File: config.mk
export PLATFORM = sky130hd
export DESIGN_NAME = frtap_fault_record
export DESIGN_NICKNAME = d
export VERILOG_FILES = /design/src/pkg/frtap_pkg.sv /design/src/hdl/frtap_fault_record.sv
export SDC_FILE = /design/constraint.sdc
export NUM_CORES = 1
export LEC_CHECK = 0
export BUFFER_PORTS_ARGS = -buffer_cell sky130_fd_sc_hd__clkbuf_2
export CAP_MARGIN = 20
export CORE_MARGIN = 3
export CORE_UTILIZATION = 48
export DETAILED_ROUTE_END_ITERATION = 12
export PLACE_DENSITY = 0.79
export SYNTH_ARGS = -nofsm -noshare
export SYNTH_HDL_FRONTEND = slang
export SYNTH_SLANG_ARGS = --single-unit
File: constraint.sdc
create_clock -name clk -period 3 [get_ports clk]
set_clock_uncertainty 0.05 [all_clocks]
set_input_delay 0.15 -clock clk [delete_from_list [all_inputs] [get_ports clk]]
set_output_delay 0.15 -clock clk [all_outputs]
set_load 0.005 [all_outputs]
File: src/pkg/frtap_pkg.sv
// shared constants and types for the fault record and local memory policy block
package frtap_pkg;
    // register map (plain port, byte offsets)
    localparam logic [7:0] ADDR_CORRECTABLE_FAULT_LOCATION_REG = 8'h00;
    localparam logic [7:0] ADDR_CTRL = 8'h04;
    localparam logic [7:0] ADDR_AFSR_INSTR = 8'h08;
    localparam logic [7:0] ADDR_AFSR_DATA = 8'h0c;
    localparam logic [7:0] ADDR_STATUS = 8'h10;
    localparam logic [7:0] ADDR_CLEAR = 8'h14;
    // control register fields
    localparam int CTRL_ERR_EN_A = 0;
    localparam int CTRL_ERR_EN_B0 = 1;
    localparam int CTRL_ERR_EN_B1 = 2;
    localparam logic [31:0] CTRL_RESET = 32'h0000_0000;
    // location register fields
    localparam int LOC_VALID = 31;
    localparam int LOC_TYPE_LSB = 28;
    localparam int LOC_UNIT_LSB = 26;
    localparam int LOC_ADDR_W = 24;
    // auxiliary fault status fields
    localparam int AFSR_RECOV = 21;
    localparam int AFSR_SRC_LSB = 22;
    localparam int AFSR_SYNC = 25;
    // status fields
    localparam int STAT_DBG_SYNC = 0;
    localparam int STAT_ASYNC = 1;
    // access type of a correctable fault
    typedef enum logic [1:0] {
        FRTAP_ACC_FETCH = 2'h0,
        FRTAP_ACC_DATA = 2'h1,
        FRTAP_ACC_SLAVE = 2'h2,
        FRTAP_ACC_COHER = 2'h3
    } frtap_acc_t;
    // memory unit holding the fault
    typedef enum logic [1:0] {
        FRTAP_UNIT_MEMA = 2'h0,
        FRTAP_UNIT_MEMB = 2'h1,
        FRTAP_UNIT_CACHE = 2'h2
    } frtap_unit_t;
    // abort class reported to the core
    typedef enum logic [2:0] {
        FRTAP_AB_NONE = 3'h0,
        FRTAP_AB_PROT = 3'h1,
        FRTAP_AB_EXT = 3'h2,
        FRTAP_AB_CACHE = 3'h3,
        FRTAP_AB_LMECC = 3'h4,
        FRTAP_AB_LMEXT = 3'h5
    } frtap_abort_t;
    // auxiliary status source codes
    localparam logic [2:0] SRC_CACHE = 3'h0;
    localparam logic [2:0] SRC_BUS = 3'h1;
    localparam logic [2:0] SRC_MEMA = 3'h2;
    localparam logic [2:0] SRC_MEMB = 3'h3;
    localparam logic [2:0] SRC_PROT = 3'h4;
endpackage

File: src/hdl/frtap_fault_record.sv
// fault classification, correctable fault record and local memory access policy
//
// The register addresses and the address-and-strobe port were chosen for this implementation.
`timescale 1ns/100ps
`default_nettype none

// Functional notes
// [RULE_01] record every correctable fault location
// [RULE_02] record coherency port cache lookup faults
// [RULE_03] one register, access type and unit
// [RULE_04] newest fault overwrites whole record
// [RULE_05] protection denial gives synchronous protection abort
// [RULE_06] bus load error aborts synchronously
// [RULE_07] bus store error aborts asynchronously (code aborts strongly ordered stores synchronously)
// [RULE_08] cache loads sync; stores, maintenance async
// [RULE_09] local memory ECC aborts synchronously
// [RULE_10] local memory external errors unrecoverable
// [RULE_11] only correctable or retry are recoverable
// [RULE_12] write recoverable flag to auxiliary status
// [RULE_13] correctable error event output provided
// [RULE_14] debug halt: correct, no retry, sticky
// [RULE_15] ignore errors on speculative accesses (code ignores only local memory errors; bus and cache errors still abort)
// [RULE_16] memory A one port, B one/two
// [RULE_17] permission check, attributes not exported
// [RULE_18] denied read issued, abort before use
// [RULE_19] local memory always non-cacheable normal
// [RULE_20] device regions only enforce execute-never
// [RULE_21] prefetch reads only; others read/write
// [RULE_22] software keeps base ranges apart
// [RULE_23] attached memory tolerates repeated accesses
// [RULE_24] external retry reissues the read
// [RULE_25] disabled port ignores external errors
// [RULE_26] event pulses with record update
module frtap_fault_record #(
    parameter int MEMB_PORTS = 2
) (
    // clock and reset
    input wire logic clk,
    input wire logic rst,
    // register port
    input wire logic [7:0] regAddr,
    input wire logic [31:0] regWdata,
    input wire logic regWrite,
    input wire logic regRead,
    output logic [31:0] regRdata,
    // correctable fault report
    input wire logic corrValid,
    input wire frtap_pkg::frtap_acc_t corrAcc,
    input wire frtap_pkg::frtap_unit_t corrUnit,
    input wire logic [23:0] corrAddr,
    // core access under test
    input wire logic accValid,
    input wire logic accFetch,
    input wire logic accSlave,
    input wire logic accWrite,
    input wire logic accSpec,
    input wire logic accLocal,
    input wire logic [1:0] accPort,
    input wire logic accStrongOrd,
    input wire logic accDenied,
    input wire logic debugHalt,
    // error sources for the access
    input wire logic busErr,
    input wire logic cacheErr,
    input wire logic cacheMaint,
    input wire logic cacheErrCorr,
    input wire logic lmEccErr,
    input wire logic lmEccCorr,
    input wire logic [2:0] lmExtErr,
    input wire logic [2:0] lmExtRetry,
    // local memory port request
    output logic lmReq,
    output logic lmWrite,
    // results
    output logic abortSync,
    output logic abortAsync,
    output frtap_pkg::frtap_abort_t abortClass,
    output logic abortRecov,
    output logic retryRead,
    output logic holdData,
    output logic corrEvent
);
    import frtap_pkg::*;

    // ************************************************
    // registers
    // ************************************************
    logic [31:0] corrLoc;
    logic [31:0] ctrl;
    logic [31:0] afsrInstr;
    logic [31:0] afsrData;
    logic dbgSyncSticky;
    logic asyncSeen;

    // ************************************************
    // decode helpers
    // ************************************************
    // port enable bit; port 2 only exists with two B ports
    function automatic logic portEnabled(input logic [31:0] c, input logic [1:0] p);
        logic en;
        en = 1'b0;
        case (p)
            2'h0: en = c[CTRL_ERR_EN_A];
            2'h1: en = c[CTRL_ERR_EN_B0];
            2'h2: en = c[CTRL_ERR_EN_B1] && (MEMB_PORTS == 2);
            default: en = 1'b0;
        endcase
        return en;
    endfunction

    // ************************************************
    // access policy
    // ************************************************
    logic illegalWrite;
    logic xnFault;
    logic permFault;
    logic extErr;
    logic extRetry;
    logic lmErrUse;
    logic portOk;

    always_comb begin
        // [RULE_16] port count check
        portOk = (accPort == 2'h0) || (accPort == 2'h1) || (accPort == 2'h2 && MEMB_PORTS == 2);
        // [RULE_21] prefetch never writes
        illegalWrite = accLocal && accFetch && accWrite;
        // [RULE_20] only execute-never applies
        xnFault = accLocal && accFetch && accStrongOrd;
        // [RULE_17] protection check of core accesses
        permFault = accDenied && !accSlave;
        // [RULE_15] speculative local memory errors dropped
        lmErrUse = accLocal && !accSpec && portOk;
        // [RULE_25] per-port external error enable
        extErr = lmErrUse && lmExtErr[accPort] && portEnabled(ctrl, accPort);
        extRetry = lmErrUse && lmExtRetry[accPort] && !accWrite && !accSlave && portEnabled(ctrl, accPort);
    end

    // ************************************************
    // local memory request
    // ************************************************
    // [RULE_19] no attributes leave the block: always non-cacheable normal
    // [RULE_18] denied reads still go out on the port
    always_ff @(posedge clk or posedge rst) begin
        if (rst) begin
            lmReq <= 1'b0;
            lmWrite <= 1'b0;
        end else begin
            lmReq <= accValid && accLocal && portOk && !illegalWrite && !(accWrite && permFault);
            lmWrite <= accValid && accLocal && accWrite && !illegalWrite && !permFault;
        end
    end

    // ************************************************
    // abort classification
    // ************************************************
    frtap_abort_t next_class;
    logic next_sync;
    logic next_async;
    logic next_recov;
    logic next_retry;
    logic [2:0] next_src;
    logic corrDbg;

    always_comb begin
        next_class = FRTAP_AB_NONE;
        next_sync = 1'b0;
        next_async = 1'b0;
        next_recov = 1'b0;
        next_retry = 1'b0;
        next_src = SRC_CACHE;
        // [RULE_14] debug halt turns a corrected error into a failure
        corrDbg = debugHalt && ((lmEccErr && lmEccCorr && lmErrUse) || (cacheErr && cacheErrCorr));
        if (!accValid) begin
            next_class = FRTAP_AB_NONE;
        end else if (permFault || xnFault || illegalWrite) begin
            // [RULE_05] protection fault, synchronous
            next_class = FRTAP_AB_PROT;
            next_sync = 1'b1;
            next_src = SRC_PROT;
        end else if (extRetry && !debugHalt) begin
            // [RULE_24] reissue instead of aborting
            next_retry = 1'b1;
            // [RULE_11] a retry request is recoverable
            next_recov = 1'b1;
        end else if (extErr) begin
            // [RULE_10] external memory errors never recoverable
            next_class = FRTAP_AB_LMEXT;
            next_sync = !accWrite;
            next_async = accWrite;
            next_recov = 1'b0;
            next_src = (accPort == 2'h0) ? SRC_MEMA : SRC_MEMB;
        end else if (lmEccErr && lmErrUse && (!lmEccCorr || debugHalt)) begin
            // [RULE_09] loads and stores both synchronous
            next_class = FRTAP_AB_LMECC;
            next_sync = 1'b1;
            // [RULE_11] correctable errors are recoverable
            next_recov = lmEccCorr;
            next_src = (accPort == 2'h0) ? SRC_MEMA : SRC_MEMB;
        end else if (lmEccErr && lmEccCorr && lmErrUse && !accSlave) begin
            // corrected inline, retry the read for the fixed data
            next_retry = 1'b1;
            next_recov = 1'b1;
        end else if (cacheErr && (!cacheErrCorr || debugHalt)) begin
            // [RULE_08] loads sync, stores and maintenance async
            next_class = FRTAP_AB_CACHE;
            next_sync = !accWrite && !cacheMaint;
            next_async = accWrite || cacheMaint;
            next_recov = cacheErrCorr;
        end else if (busErr) begin
            // [RULE_06] load error synchronous
            // [RULE_07] store error asynchronous unless strongly ordered
            next_class = FRTAP_AB_EXT;
            next_sync = !accWrite || accStrongOrd;
            next_async = accWrite && !accStrongOrd;
            next_src = SRC_BUS;
        end
    end

    always_ff @(posedge clk or posedge rst) begin
        if (rst) begin
            abortSync <= 1'b0;
            abortAsync <= 1'b0;
            abortClass <= FRTAP_AB_NONE;
            abortRecov <= 1'b0;
            retryRead <= 1'b0;
            holdData <= 1'b0;
        end else begin
            abortSync <= next_sync;
            abortAsync <= next_async;
            abortClass <= next_class;
            abortRecov <= next_recov;
            retryRead <= next_retry;
            // [RULE_18] denied read data is never consumed
            holdData <= accValid && (next_sync || next_retry);
        end
    end

    // ************************************************
    // auxiliary fault status
    // ************************************************
    logic lmAbort;
    assign lmAbort = (next_class == FRTAP_AB_LMEXT) || (next_class == FRTAP_AB_LMECC);

    always_ff @(posedge clk or posedge rst) begin
        if (rst) begin
            afsrInstr <= 32'h0000_0000;
            afsrData <= 32'h0000_0000;
        end else if (next_class != FRTAP_AB_NONE) begin
            // [RULE_12] recoverable flag into matching status register
            if (accFetch) begin
                afsrInstr <= {6'h00, next_sync, next_src, lmAbort && next_recov, 21'h000000};
            end else begin
                afsrData <= {6'h00, next_sync, next_src, lmAbort && next_recov, 21'h000000};
            end
        end
    end

    // ************************************************
    // correctable fault record
    // ************************************************
    // [RULE_01] every correctable fault, abort or not
    // [RULE_02] coherency lookups arrive as FRTAP_ACC_COHER
    // [RULE_03] shared register with type and unit
    // [RULE_04] whole record replaced each time
    always_ff @(posedge clk or posedge rst) begin
        if (rst) begin
            corrLoc <= 32'h0000_0000;
        end else if (corrValid) begin
            corrLoc <= {1'b1, 1'b0, corrAcc, corrUnit, 2'b00, corrAddr[LOC_ADDR_W-1:0]};
        end
    end

    // [RULE_13] event output for an interrupt controller
    // [RULE_26] pulse in the update cycle
    always_ff @(posedge clk or posedge rst) begin
        if (rst) begin
            corrEvent <= 1'b0;
        end else begin
            corrEvent <= corrValid;
        end
    end

    // ************************************************
    // status and control
    // ************************************************
    logic clearWr;
    assign clearWr = regWrite && (regAddr == ADDR_CLEAR);

    always_ff @(posedge clk or posedge rst) begin
        if (rst) begin
            ctrl <= CTRL_RESET;
        end else if (regWrite && regAddr == ADDR_CTRL) begin
            ctrl <= {29'h0000000, regWdata[2:0]};
        end
    end

    // set wins over a clear in the same cycle
    always_ff @(posedge clk or posedge rst) begin
        if (rst) begin
            dbgSyncSticky <= 1'b0;
            asyncSeen <= 1'b0;
        end else begin
            // [RULE_14] sticky synchronous abort in debug halt
            if (accValid && corrDbg) begin
                dbgSyncSticky <= 1'b1;
            end else if (clearWr && regWdata[STAT_DBG_SYNC]) begin
                dbgSyncSticky <= 1'b0;
            end
            if (next_async) begin
                asyncSeen <= 1'b1;
            end else if (clearWr && regWdata[STAT_ASYNC]) begin
                asyncSeen <= 1'b0;
            end
        end
    end

    // ************************************************
    // register read
    // ************************************************
    always_ff @(posedge clk or posedge rst) begin
        if (rst) begin
            regRdata <= 32'h0000_0000;
        end else if (regRead) begin
            case (regAddr)
                ADDR_CORRECTABLE_FAULT_LOCATION_REG: regRdata <= corrLoc;
                ADDR_CTRL: regRdata <= ctrl;
                ADDR_AFSR_INSTR: regRdata <= afsrInstr;
                ADDR_AFSR_DATA: regRdata <= afsrData;
                ADDR_STATUS: regRdata <= {30'h00000000, asyncSeen, dbgSyncSticky};
                default: regRdata <= 32'h0000_0000;
            endcase
        end else begin
            regRdata <= 32'h0000_0000;
        end
    end
endmodule

`default_nettype wire

### Word-level counts from Yosys, hierarchy flattened

Cells that the tools add are included.

* reductions and logical operators: 67
* shift operators: 0
* add/subtract/negate cells: 0
* order comparisons: 1
* multiplexer cells: 57
* div/mod/pow operators: 0
* bitwise logic cells: 1
* equal/unequal tests: 9
* multiply operators: 0

Operators by type and width (number)
* 32-bit case mux with 5 select lines: 1
* 1-bit 2-to-1 mux: 39
* 1-bit logical AND: 38
* 32-bit 2-to-1 mux: 1
* 3-bit 2-to-1 mux: 7
* 8-bit by 4-bit equality test with 1-bit output, second input constant: 2
* 8-bit by 5-bit equality test with 1-bit output, second input constant: 2
* 2-bit 2-to-1 mux: 6
* 1-bit zero test: 11
* 1-bit logical OR: 11
* 8-bit by 3-bit equality test with 1-bit output, second input constant: 1
* 8-bit zero test: 1
* 3-bit equality test, second input constant: 2
* 1-bit binary-select mux with 2-bit select: 2
* 2-bit AND reduction: 2
* 2-bit nonzero test: 2
* 2-bit by 3-bit less-than comparator with 1-bit output, second input constant: 1
* 1-bit case mux with 3 select lines: 1
* 3-bit nonzero test: 1
* 2-bit by 1-bit equality test with 1-bit output, second input constant: 1
* 2-bit equality test, second input constant: 1
* 2-bit zero test: 1
* 1-bit inverter: 1

* memory bits (read-only): 0
* latch bits: 0
* memories kept: 0
* input bits: 96
* bits in registers: 87
* memory bits (writable): 0
* word-level logic and storage cells: 151

### Logic depth before layout (Yosys ltp)

Gate-level depths: netlist of the first run.

* depth in word-level cells: 15
* depth in mapped cells: 7
* depth with buffers taken out: 6

### Worst setup path after synthesis of the first run

No wires, ideal clock.

* kind: reg2reg
* start point: register ctrl[2]
* end point: register afsrData[21]
* required time: 2.825 ns
* buffers on the path: 0
* setup time: 0.125 ns
* stages on the path, launching flop included: 7
* path slack: 1.076 ns
* arrival: 1.749 ns
* path through: dfrtp_1 > mux2i_1 > o21ai_2 > a31oi_1 > a21boi_1 > o31a_2 > mux2_2

* longest elaborated chain between the ends: 9
* elaborated cells between the ends (all ways): 18
* classes of those cells: eq/ne (2); mux (9); reduce/logical (7)

Ends and longest elaborated chain
* from (decl): line frtap_fault_record.sv:89 `logic [31:0] ctrl;`
* from (signal assigned): line frtap_fault_record.sv:293 `ctrl <= {29'h0000000, regWdata[2:0]};`
* 1-bit case mux with 3 select lines *: line frtap_fault_record.sv:102 `case (p)`
* 1-bit logical AND (on tied branches): line frtap_fault_record.sv:134, frtap_fault_record.sv:135
* 3-bit 2-to-1 mux / 1-bit logical AND (equally long branches): line frtap_fault_record.sv:185, frtap_fault_record.sv:180
* 3-bit 2-to-1 mux: line frtap_fault_record.sv:180 `end else if (extRetry && !debugHalt) begin`
* 3-bit 2-to-1 mux: line frtap_fault_record.sv:175 `end else if (permFault || xnFault || illegalWrite) begin`
* 3-bit 2-to-1 mux: line frtap_fault_record.sv:173 `if (!accValid) begin`
* 3-bit equality test: line frtap_fault_record.sv:242 `assign lmAbort = (next_class == FRTAP_AB_LMEXT) || (next_class == FRTAP_AB_LMECC);`
* 1-bit logical OR: line frtap_fault_record.sv:242
* 1-bit logical AND: line frtap_fault_record.sv:253 `afsrData <= {6'h00, next_sync, next_src, lmAbort && next_recov, 21'h000000};`
* to (signal assigned): line frtap_fault_record.sv:253
* to (decl): line frtap_fault_record.sv:91 `logic [31:0] afsrData;`

Every way passes the cells marked *; elsewhere a longest branch is shown, timed or not.
A chain may end at the register's enable or synchronous reset.

### Final worst setup path of the first run

* start point: input port accLocal
* end point: register afsrInstr[22]

* longest elaborated chain between the ends: 12
* elaborated cells between the ends (all ways): 32
* classes of those cells: mux (12); reduce/logical (20)

Ends and longest elaborated chain
* from (decl): line frtap_fault_record.sv:57 `input wire logic accLocal,`
* 1-bit logical AND (2 in a row): line frtap_fault_record.sv:132 `lmErrUse = accLocal && !accSpec && portOk;`
* 1-bit logical AND (on tied branches) (2 in a row): line frtap_fault_record.sv:199, frtap_fault_record.sv:135
* 2-bit 2-to-1 mux / 1-bit logical AND (equally long branches): line frtap_fault_record.sv:199, frtap_fault_record.sv:135
* 3-bit 2-to-1 mux / 1-bit logical AND (equally long branches): line frtap_fault_record.sv:192, frtap_fault_record.sv:135
* 3-bit 2-to-1 mux / 1-bit logical AND (equally long branches): line frtap_fault_record.sv:185, frtap_fault_record.sv:180
* 3-bit 2-to-1 mux: line frtap_fault_record.sv:180
* 3-bit 2-to-1 mux: line frtap_fault_record.sv:175
* 3-bit 2-to-1 mux: line frtap_fault_record.sv:173
* 3-bit nonzero test: line frtap_fault_record.sv:248 `end else if (next_class != FRTAP_AB_NONE) begin`
* 2-bit AND reduction (no source line)
* to (signal assigned): line frtap_fault_record.sv:251 `afsrInstr <= {6'h00, next_sync, next_src, lmAbort && next_recov, 21'h000000};`
* to (decl): line frtap_fault_record.sv:90 `logic [31:0] afsrInstr;`

Parallel ways exist; a longest one is shown, timed or not.

==> results.py, run 1 <==
metrics = {
    "run_status": {
        "status": "finished clean",
    },
    "synthesis": {
        "synth_area_per_cell_um2": 12.5,
        "netlist_area_um2": 3570,
        "synth_nets": 381,
        "synth_warnings": 0,
        "yosysSeqAreaShare": 0.604,
        "synth.most_common_cell": "dfrtp_1",
        "postSynthCellCount": 285,
        "synth_xor_area_frac": 0,
        "synth_top_family_by_area": "multiplexers",
        "synthArstFlopShare": 1.00,
        "synth.area.top_cells": "dfrtp_1 (60%), mux2_2 (13%), and2_1 (4.0%)",
        "synthDistinctLibCells": 46,
        "synth_flop_cell": "dfrtp_1",
        "synth_largest_area_cell": "dfrtp_1",
        "synth.mux.area_fraction": 0.152,
        "synth_seq_cells": 86,
        "synth_edf_count": 0,
        "synth_compound_area_frac": 0.0832,
        "synth_common_cells": "dfrtp_1 (86), mux2_2 (41), and2_1 (23)",
        "synthAdderAreaFrac": 0,
        "synth_top_area_frac": 0.604,
        "synth_simple_gate_area_share": 0.132,
    },
    "placement": {
        "dp_hpwl_um": 5640,
        "portBuffers": 108,
        "post_dp_cell_area_um2": 4180,
        "dp_cells": 481,
        "place_ws_ns": 0.717,
        "gp_congestion": 0.817,
    },
    "sta": {
        "setup_ws_ns": 0.673,
        "fmax_mhz": 430,
        "finalCritPeriodShare": 0.776,
        "finalCriticalPeriod_ns": 2.33,
        "worst_hold_slack_ns": 0.0138,
        "slew_headroom": 0.453,
        "hold_viol": 0,
        "fin_setup_tns_ns": 0,
        "tightest_slew_ns": 0.819,
        "drv_slew": 0,
        "rsz0062_at_grt": "no",
        "finalSetupViolCount": 0,
    },
    "clock_tree": {
        "cts_tree": "built",
        "cts_max_level": 3,
        "cts_buffers": 9,
        "clkSinkCount": 86,
        "cts_root_buf": "clkbuf_8",
        "clock_latency_ns": 0.35,
        "clock_path_buffers": 2,
        "clk_pin_slew_ns": 0.08,
    },
    "layout": {
        "diodes": 0,
        "final_util": 0.675,
        "final_nets": 525,
        "area.growth.synth_to_final_pct": 32.1,
        "final_cell_area_um2": 4710,
        "fillers": 552,
        "final_cells": 529,
        "final-seq-area_um2": 2150,
        "multi_input_area_um2": 1310,
        "drive_above_1_share": 0.409,
    },
    "route": {
        "drc": 0,
        "vias_per_cell": 5.02,
        "ant_nets": 0,
        "vias": 2653,
        "wl_per_cell_um": 14.8,
        "drt_first_pass_iters": 4,
        "drt_wl_total_um": 7850,
        "drt_iter0_markers": 93,
    },
    "worst_setup_path": {
        "critPathCaptureType": "register",
        "r2r-end": "afsrData[21]$_DFFE_PP0P_",
        "worstPathRequired_ns": 3.18,
        "reg2reg_setup_slack_ns": 0.81,
        "crit_type": "input port to register",
        "reg2reg_from": "ctrl[2]$_DFFE_PP0P_",
        "start_kind": "input port",
        "cp_cell_sequence": "dlygate4sd3_1, clkbuf_2, nand2b_1, nor4b_1, a21o_1, a21boi_1, o31ai_4, mux2_2",
        "cp_slowest_cell": "dlygate4sd3_1",
        "crit_fanout": 5,
        "arrival_ns": 2.51,
        "rr_worst_depth": 6,
        "max_stage_delay_ns": 0.53,
    },
    "pwr": {
        "ir_drop_uv": 329,
        "swShare": 0.247,
        "p_clk_frac": 0.344,
        "leakage_nw": 2.37,
        "p_sw_mw": 0.576,
        "internal-power_mw": 1.76,
        "power_frac_comb": 0.120,
        "seqPwrFrac": 0.536,
        "total_power_mw": 2.33,
        "pwr_density_cell_nw_per_um2": 496,
    },
    "worst_hold_path": {
        "hp-class": "input port to register",
        "hold_end": "ctrl[0]$_DFFE_PP0P_",
        "worstHoldStart": "regWdata[0]",
        "hold_depth": 2,
    },
    "floorplan": {
        "die_w_um": 92.2,
        "start_util": 0.511,
        "io_pins": 139,
        "chipHeight_um": 92.2,
        "die_area_um2": 8500,
        "rows": 30,
        "core_area_um2": 6980,
    },
    "grt": {
        "grt_pass1_wl_um": 12700,
        "grt_pass1_vias": 2689,
        "grt_max_degree": 50,
        "grt_overflow": 0,
        "antenna_found_initial": 0,
        "grt.total_usage": 0.192,
    },
    "job": {
        "drv_cap": 0,
    },
}
[routing by layer]
metal  global-route usage  part of all wire
met3               0.0336             0.040
met2                0.328              0.51
met4               0.0705             0.015
met5                    0                 0
met1                0.245              0.43
[how the worst max path moves through the flow]
stage	start	end	slack, ns	cells after the start
2_1_floorplan	rst	abortAsync$_DFF_PP0_	0.58	1
3_3_place_gp	accPort[0]	afsrData[22]$_DFFE_PP0P_	0.77	7
3_5_place_dp	accPort[0]	afsrData[21]$_DFFE_PP0P_	0.72	7
4_1_cts	accLocal	afsrData[21]$_DFFE_PP0P_	0.70	8
5_1_grt	accLocal	afsrData[21]$_DFFE_PP0P_	0.57	8
6_report	accLocal	afsrInstr[22]$_DFFE_PP0P_	0.67	8
[registers in the layout, summed over array words and instances, names as in the netlist]
signal,flops
afsrData,5
abortAsync,1
dbgSyncSticky,1
afsrInstr,5
asyncSeen,1
corrEvent,1
retryRead,1
corrLoc,29
ctrl,3
holdData,1
lmReq,1
abortSync,1
abortClass,3
abortRecov,1
regRdata,31
lmWrite,1
[power by group through the flow]
| stage | logic (mW) | registers, mW | clock network, mW |
|---|---|---|---|
| after global placement | 0.238 | 1.27 | 0 |
| final | 0.280 | 1.25 | 0.803 |
| after detailed placement | 0.247 | 1.28 | 0 |
| after CTS | 0.282 | 1.25 | 0.822 |
| after floorplan | 0.157 | 1.27 | 0 |
| after global routing | 0.310 | 1.26 | 0.863 |
[cell families (layout without fill, tap and decap cells)]
logic type      after synthesis  count (layout)
simple gates                 89              89
other cells                   1               1
buf+inv                      20             168
compound gates               40              40
mux                          49              49
flops                        86              86
[what timing repair did]
action                                 CTS  global route
buffers inserted                         0             0
gates resized for setup                  0             0
endpoints found under the hold margin   80             0
setup endpoints to repair                0             0
hold buffers                            33             0
[final cells by class]
| cell class | instances | share of cell area |
|---|---|---|
| Sequential cell | 86 | 0.457 |
| Clock inverter | 6 | 0.0151 |
| Clock buffer | 9 | 0.0263 |
| Tap cell | 96 | 0.0255 |
| Inverter | 9 | 0.00744 |
| Multi-Input combinational cell | 179 | 0.279 |
| Timing Repair Buffer | 144 | 0.190 |
[placed cells by master, fill, tap and decap left out, types with 2 or more instances in the layout]
cell / Yosys / routed
a21o_1: 2 / 2
a21oi_1: 6 / 6
a22oi_1: 3 / 3
a31oi_1: 5 / 5
and2_1: 23 / 23
and3_1: 3 / 3
buf_4: 2 / 3
clkbuf_2: 0 / 108
clkbuf_8: 0 / 9
clkinv_4: 0 / 2
clkinvlp_4: 0 / 2
dfrtp_1: 86 / 86
dlygate4sd3_1: 0 / 33
inv_1: 9 / 8
mux2_2: 41 / 41
mux2i_1: 8 / 8
nand2_1: 18 / 18
nand2b_1: 4 / 4
nand3_1: 4 / 4
nand3b_1: 2 / 2
nor2_1: 21 / 21
nor2b_1: 3 / 3
nor3_1: 3 / 3
o21a_1: 3 / 3
o21ai_0: 5 / 5
o22ai_1: 2 / 2
or2_2: 3 / 3
[critical path: cells and delay by family]
kind / cells / cell delay [ns]
AOI/OAI and AO/OA: 3 / 0.69
buffers and inverters: 2 / 0.68
muxes: 1 / 0.38
and+or+nand+nor: 2 / 0.62
Power figures use the tool's default switching activity.
==> run 2: changes to the inputs <==
clock period = 2.35 ns   (was 3 ns; I/O delays follow)
==> run 2 against run 1 <==
  * Utilization increased by 0.73 points
  * Combinational power grew 30%
  * Critical path depth grew 1
  * Highest routed layer unchanged
  * Clock power increased by 26%
  * Design area grew 1.1%
  * Sequential share of layout area down 0.49 points
  * Worst setup slack lost 0.45 ns
  * Non-clock buffer count grew 4
  * Via count down 0.53%
  * Routed wire length decreased by 2.9%
==> results.py, run 2 (synthesized netlist as in run 1, its figures left out) <==
metrics = {
    "run_status": {
        "status": "finished clean",
    },
    "worst_setup_path": {
        "rr_worst_depth": 6,
        "crit_fanout": 5,
        "max_stage_delay_ns": 0.52,
        "worst-path-buf-inv": 3,
        "cp_cell_sequence": "dlygate4sd3_1, clkbuf_2, nand2b_1, nor4b_1, buf_4, a21o_1, a21boi_1, o31ai_4, mux2_2",
        "startpoint": "accLocal",
        "crit_cells": 9,
        "cp_slowest_cell": "dlygate4sd3_1",
        "cp_top_family": "buffers and inverters",
        "critPathCaptureType": "register",
        "reg2reg_from": "ctrl[2]$_DFFE_PP0P_",
        "crit_type": "input port to register",
        "start_kind": "input port",
        "worstPathRequired_ns": 2.53,
        "reg2reg_setup_slack_ns": 0.31,
        "arrival_ns": 2.31,
    },
    "pwr": {
        "p_clk_frac": 0.340,
        "seqPwrFrac": 0.537,
        "power_frac_comb": 0.122,
        "leakage_nw": 2.39,
        "ir_drop_uv": 412,
        "swShare": 0.243,
        "pwr_density_cell_nw_per_um2": 625,
        "p_sw_mw": 0.722,
        "internal-power_mw": 2.25,
    },
    "worst_hold_path": {
        "hp-class": "input port to register",
        "worstHoldStart": "accFetch",
        "hold_depth": 2,
    },
    "placement": {
        "gp_congestion": 0.860,
        "place_ws_ns": 0.229,
        "dp_hpwl_um": 5320,
        "post_dp_cell_area_um2": 4210,
        "portBuffers": 108,
    },
    "layout": {
        "largest_reg_flops": 31,
        "multi_input_area_um2": 1310,
        "diodes": 0,
        "regMostFlops": "regRdata",
        "area.growth.synth_to_final_pct": 33.5,
        "drive_above_1_share": 0.410,
        "final_cell_mix": "clkbuf_2 (108), dfrtp_1 (86), mux2_2 (41)",
        "fillers": 542,
        "final_common_cell": "clkbuf_2",
        "final-seq-area_um2": 2150,
        "final_util": 0.682,
        "largestRegisters": "regRdata: 31 flops, corrLoc: 29 flops",
        "final_nets": 529,
        "final_cell_area_um2": 4760,
    },
    "sta": {
        "worst_hold_slack_ns": 0.0247,
        "rsz0062_at_grt": "no",
        "finalCritPeriodShare": 0.906,
        "fin_setup_tns_ns": 0,
        "fmax_mhz": 469,
        "finalSetupViolCount": 0,
        "drv_slew": 0,
        "tightest_slew_ns": 0.877,
        "finalCriticalPeriod_ns": 2.13,
        "slew_headroom": 0.414,
        "hold_viol": 0,
        "setup_ws_ns": 0.220,
    },
    "clock_tree": {
        "clock_path_buffers": 2,
        "clock_latency_ns": 0.34,
        "ctsHoldBuffers": 35,
        "clkSinkCount": 86,
        "ctsResizeCount": 0,
        "cts_buffers": 9,
        "cts_max_level": 3,
        "cts_root_buf": "clkbuf_8",
        "cts_tree": "built",
        "clk_pin_slew_ns": 0.08,
        "post-cts-setup-buffer-count": 0,
    },
    "job": {
        "drv_cap": 0,
    },
    "grt": {
        "antenna_found_initial": 0,
        "grt_overflow": 0,
        "grt_pass1_vias": 2662,
        "grt_max_degree": 46,
        "grt_pass1_wl_um": 12600,
        "grt.total_usage": 0.190,
    },
    "route": {
        "drt_wl_total_um": 7620,
        "drt_first_pass_iters": 4,
        "ant_nets": 0,
        "vias": 2639,
        "drc": 0,
        "vias_per_cell": 4.95,
        "wl_per_cell_um": 14.3,
        "drt_iter0_markers": 89,
    },
    "floorplan": {
        "io_pins": 139,
        "start_util": 0.511,
        "die_w_um": 92.2,
        "core_area_um2": 6980,
        "rows": 30,
        "die_area_um2": 8500,
        "chipHeight_um": 92.2,
    },
}
## run 2: final cells by class
type | instances | area share
Tap cell | 96 | 0.0252
Inverter | 9 | 0.00788
Clock buffer | 9 | 0.0260
Clock inverter | 6 | 0.0152
Timing Repair Buffer | 148 | 0.198
Multi-Input combinational cell | 179 | 0.276
Sequential cell | 86 | 0.452
## run 2: worst paths after layout
check,end
worst max-delay path,afsrInstr[21]$_DFFE_PP0P_
worst min-delay path,afsrData[23]$_DFFE_PP0P_
worst max register to register,afsrData[25]$_DFFE_PP0P_
worst min register to register,corrLoc[31]$_DFFE_PP0P_
max in group asynchronous,corrLoc[16]$_DFFE_PP0P_
min in group asynchronous,regRdata[7]$_DFF_PP0_
## run 2: metal layers
metal	vias to the layer above	wire length (um)	part of all wire	global-route usage
li1	1282	-	-	-
met3	9	302	0.040	0.0369
met5	-	0	0	0
met1	1273	3250	0.43	0.235
met2	75	3980	0.52	0.329
met4	0	89	0.012	0.0681
## run 2: metrics by stage
step | power, mW | std cells
detailed placement | 1.95 | 483
finish | 2.98 | 533
floorplan | 1.82 | 285
global placement | 1.93 | 483
global route | 3.11 | 533
CTS | 3.01 | 533
## run 2: power by group through the flow
stage,sequential (mW),clock [mW],combinational (mW)
floorplan,1.62,0,0.201
global placement,1.62,0,0.310
detailed placement,1.63,0,0.318
CTS,1.60,1.04,0.366
global route,1.61,1.10,0.405
finish,1.60,1.01,0.364
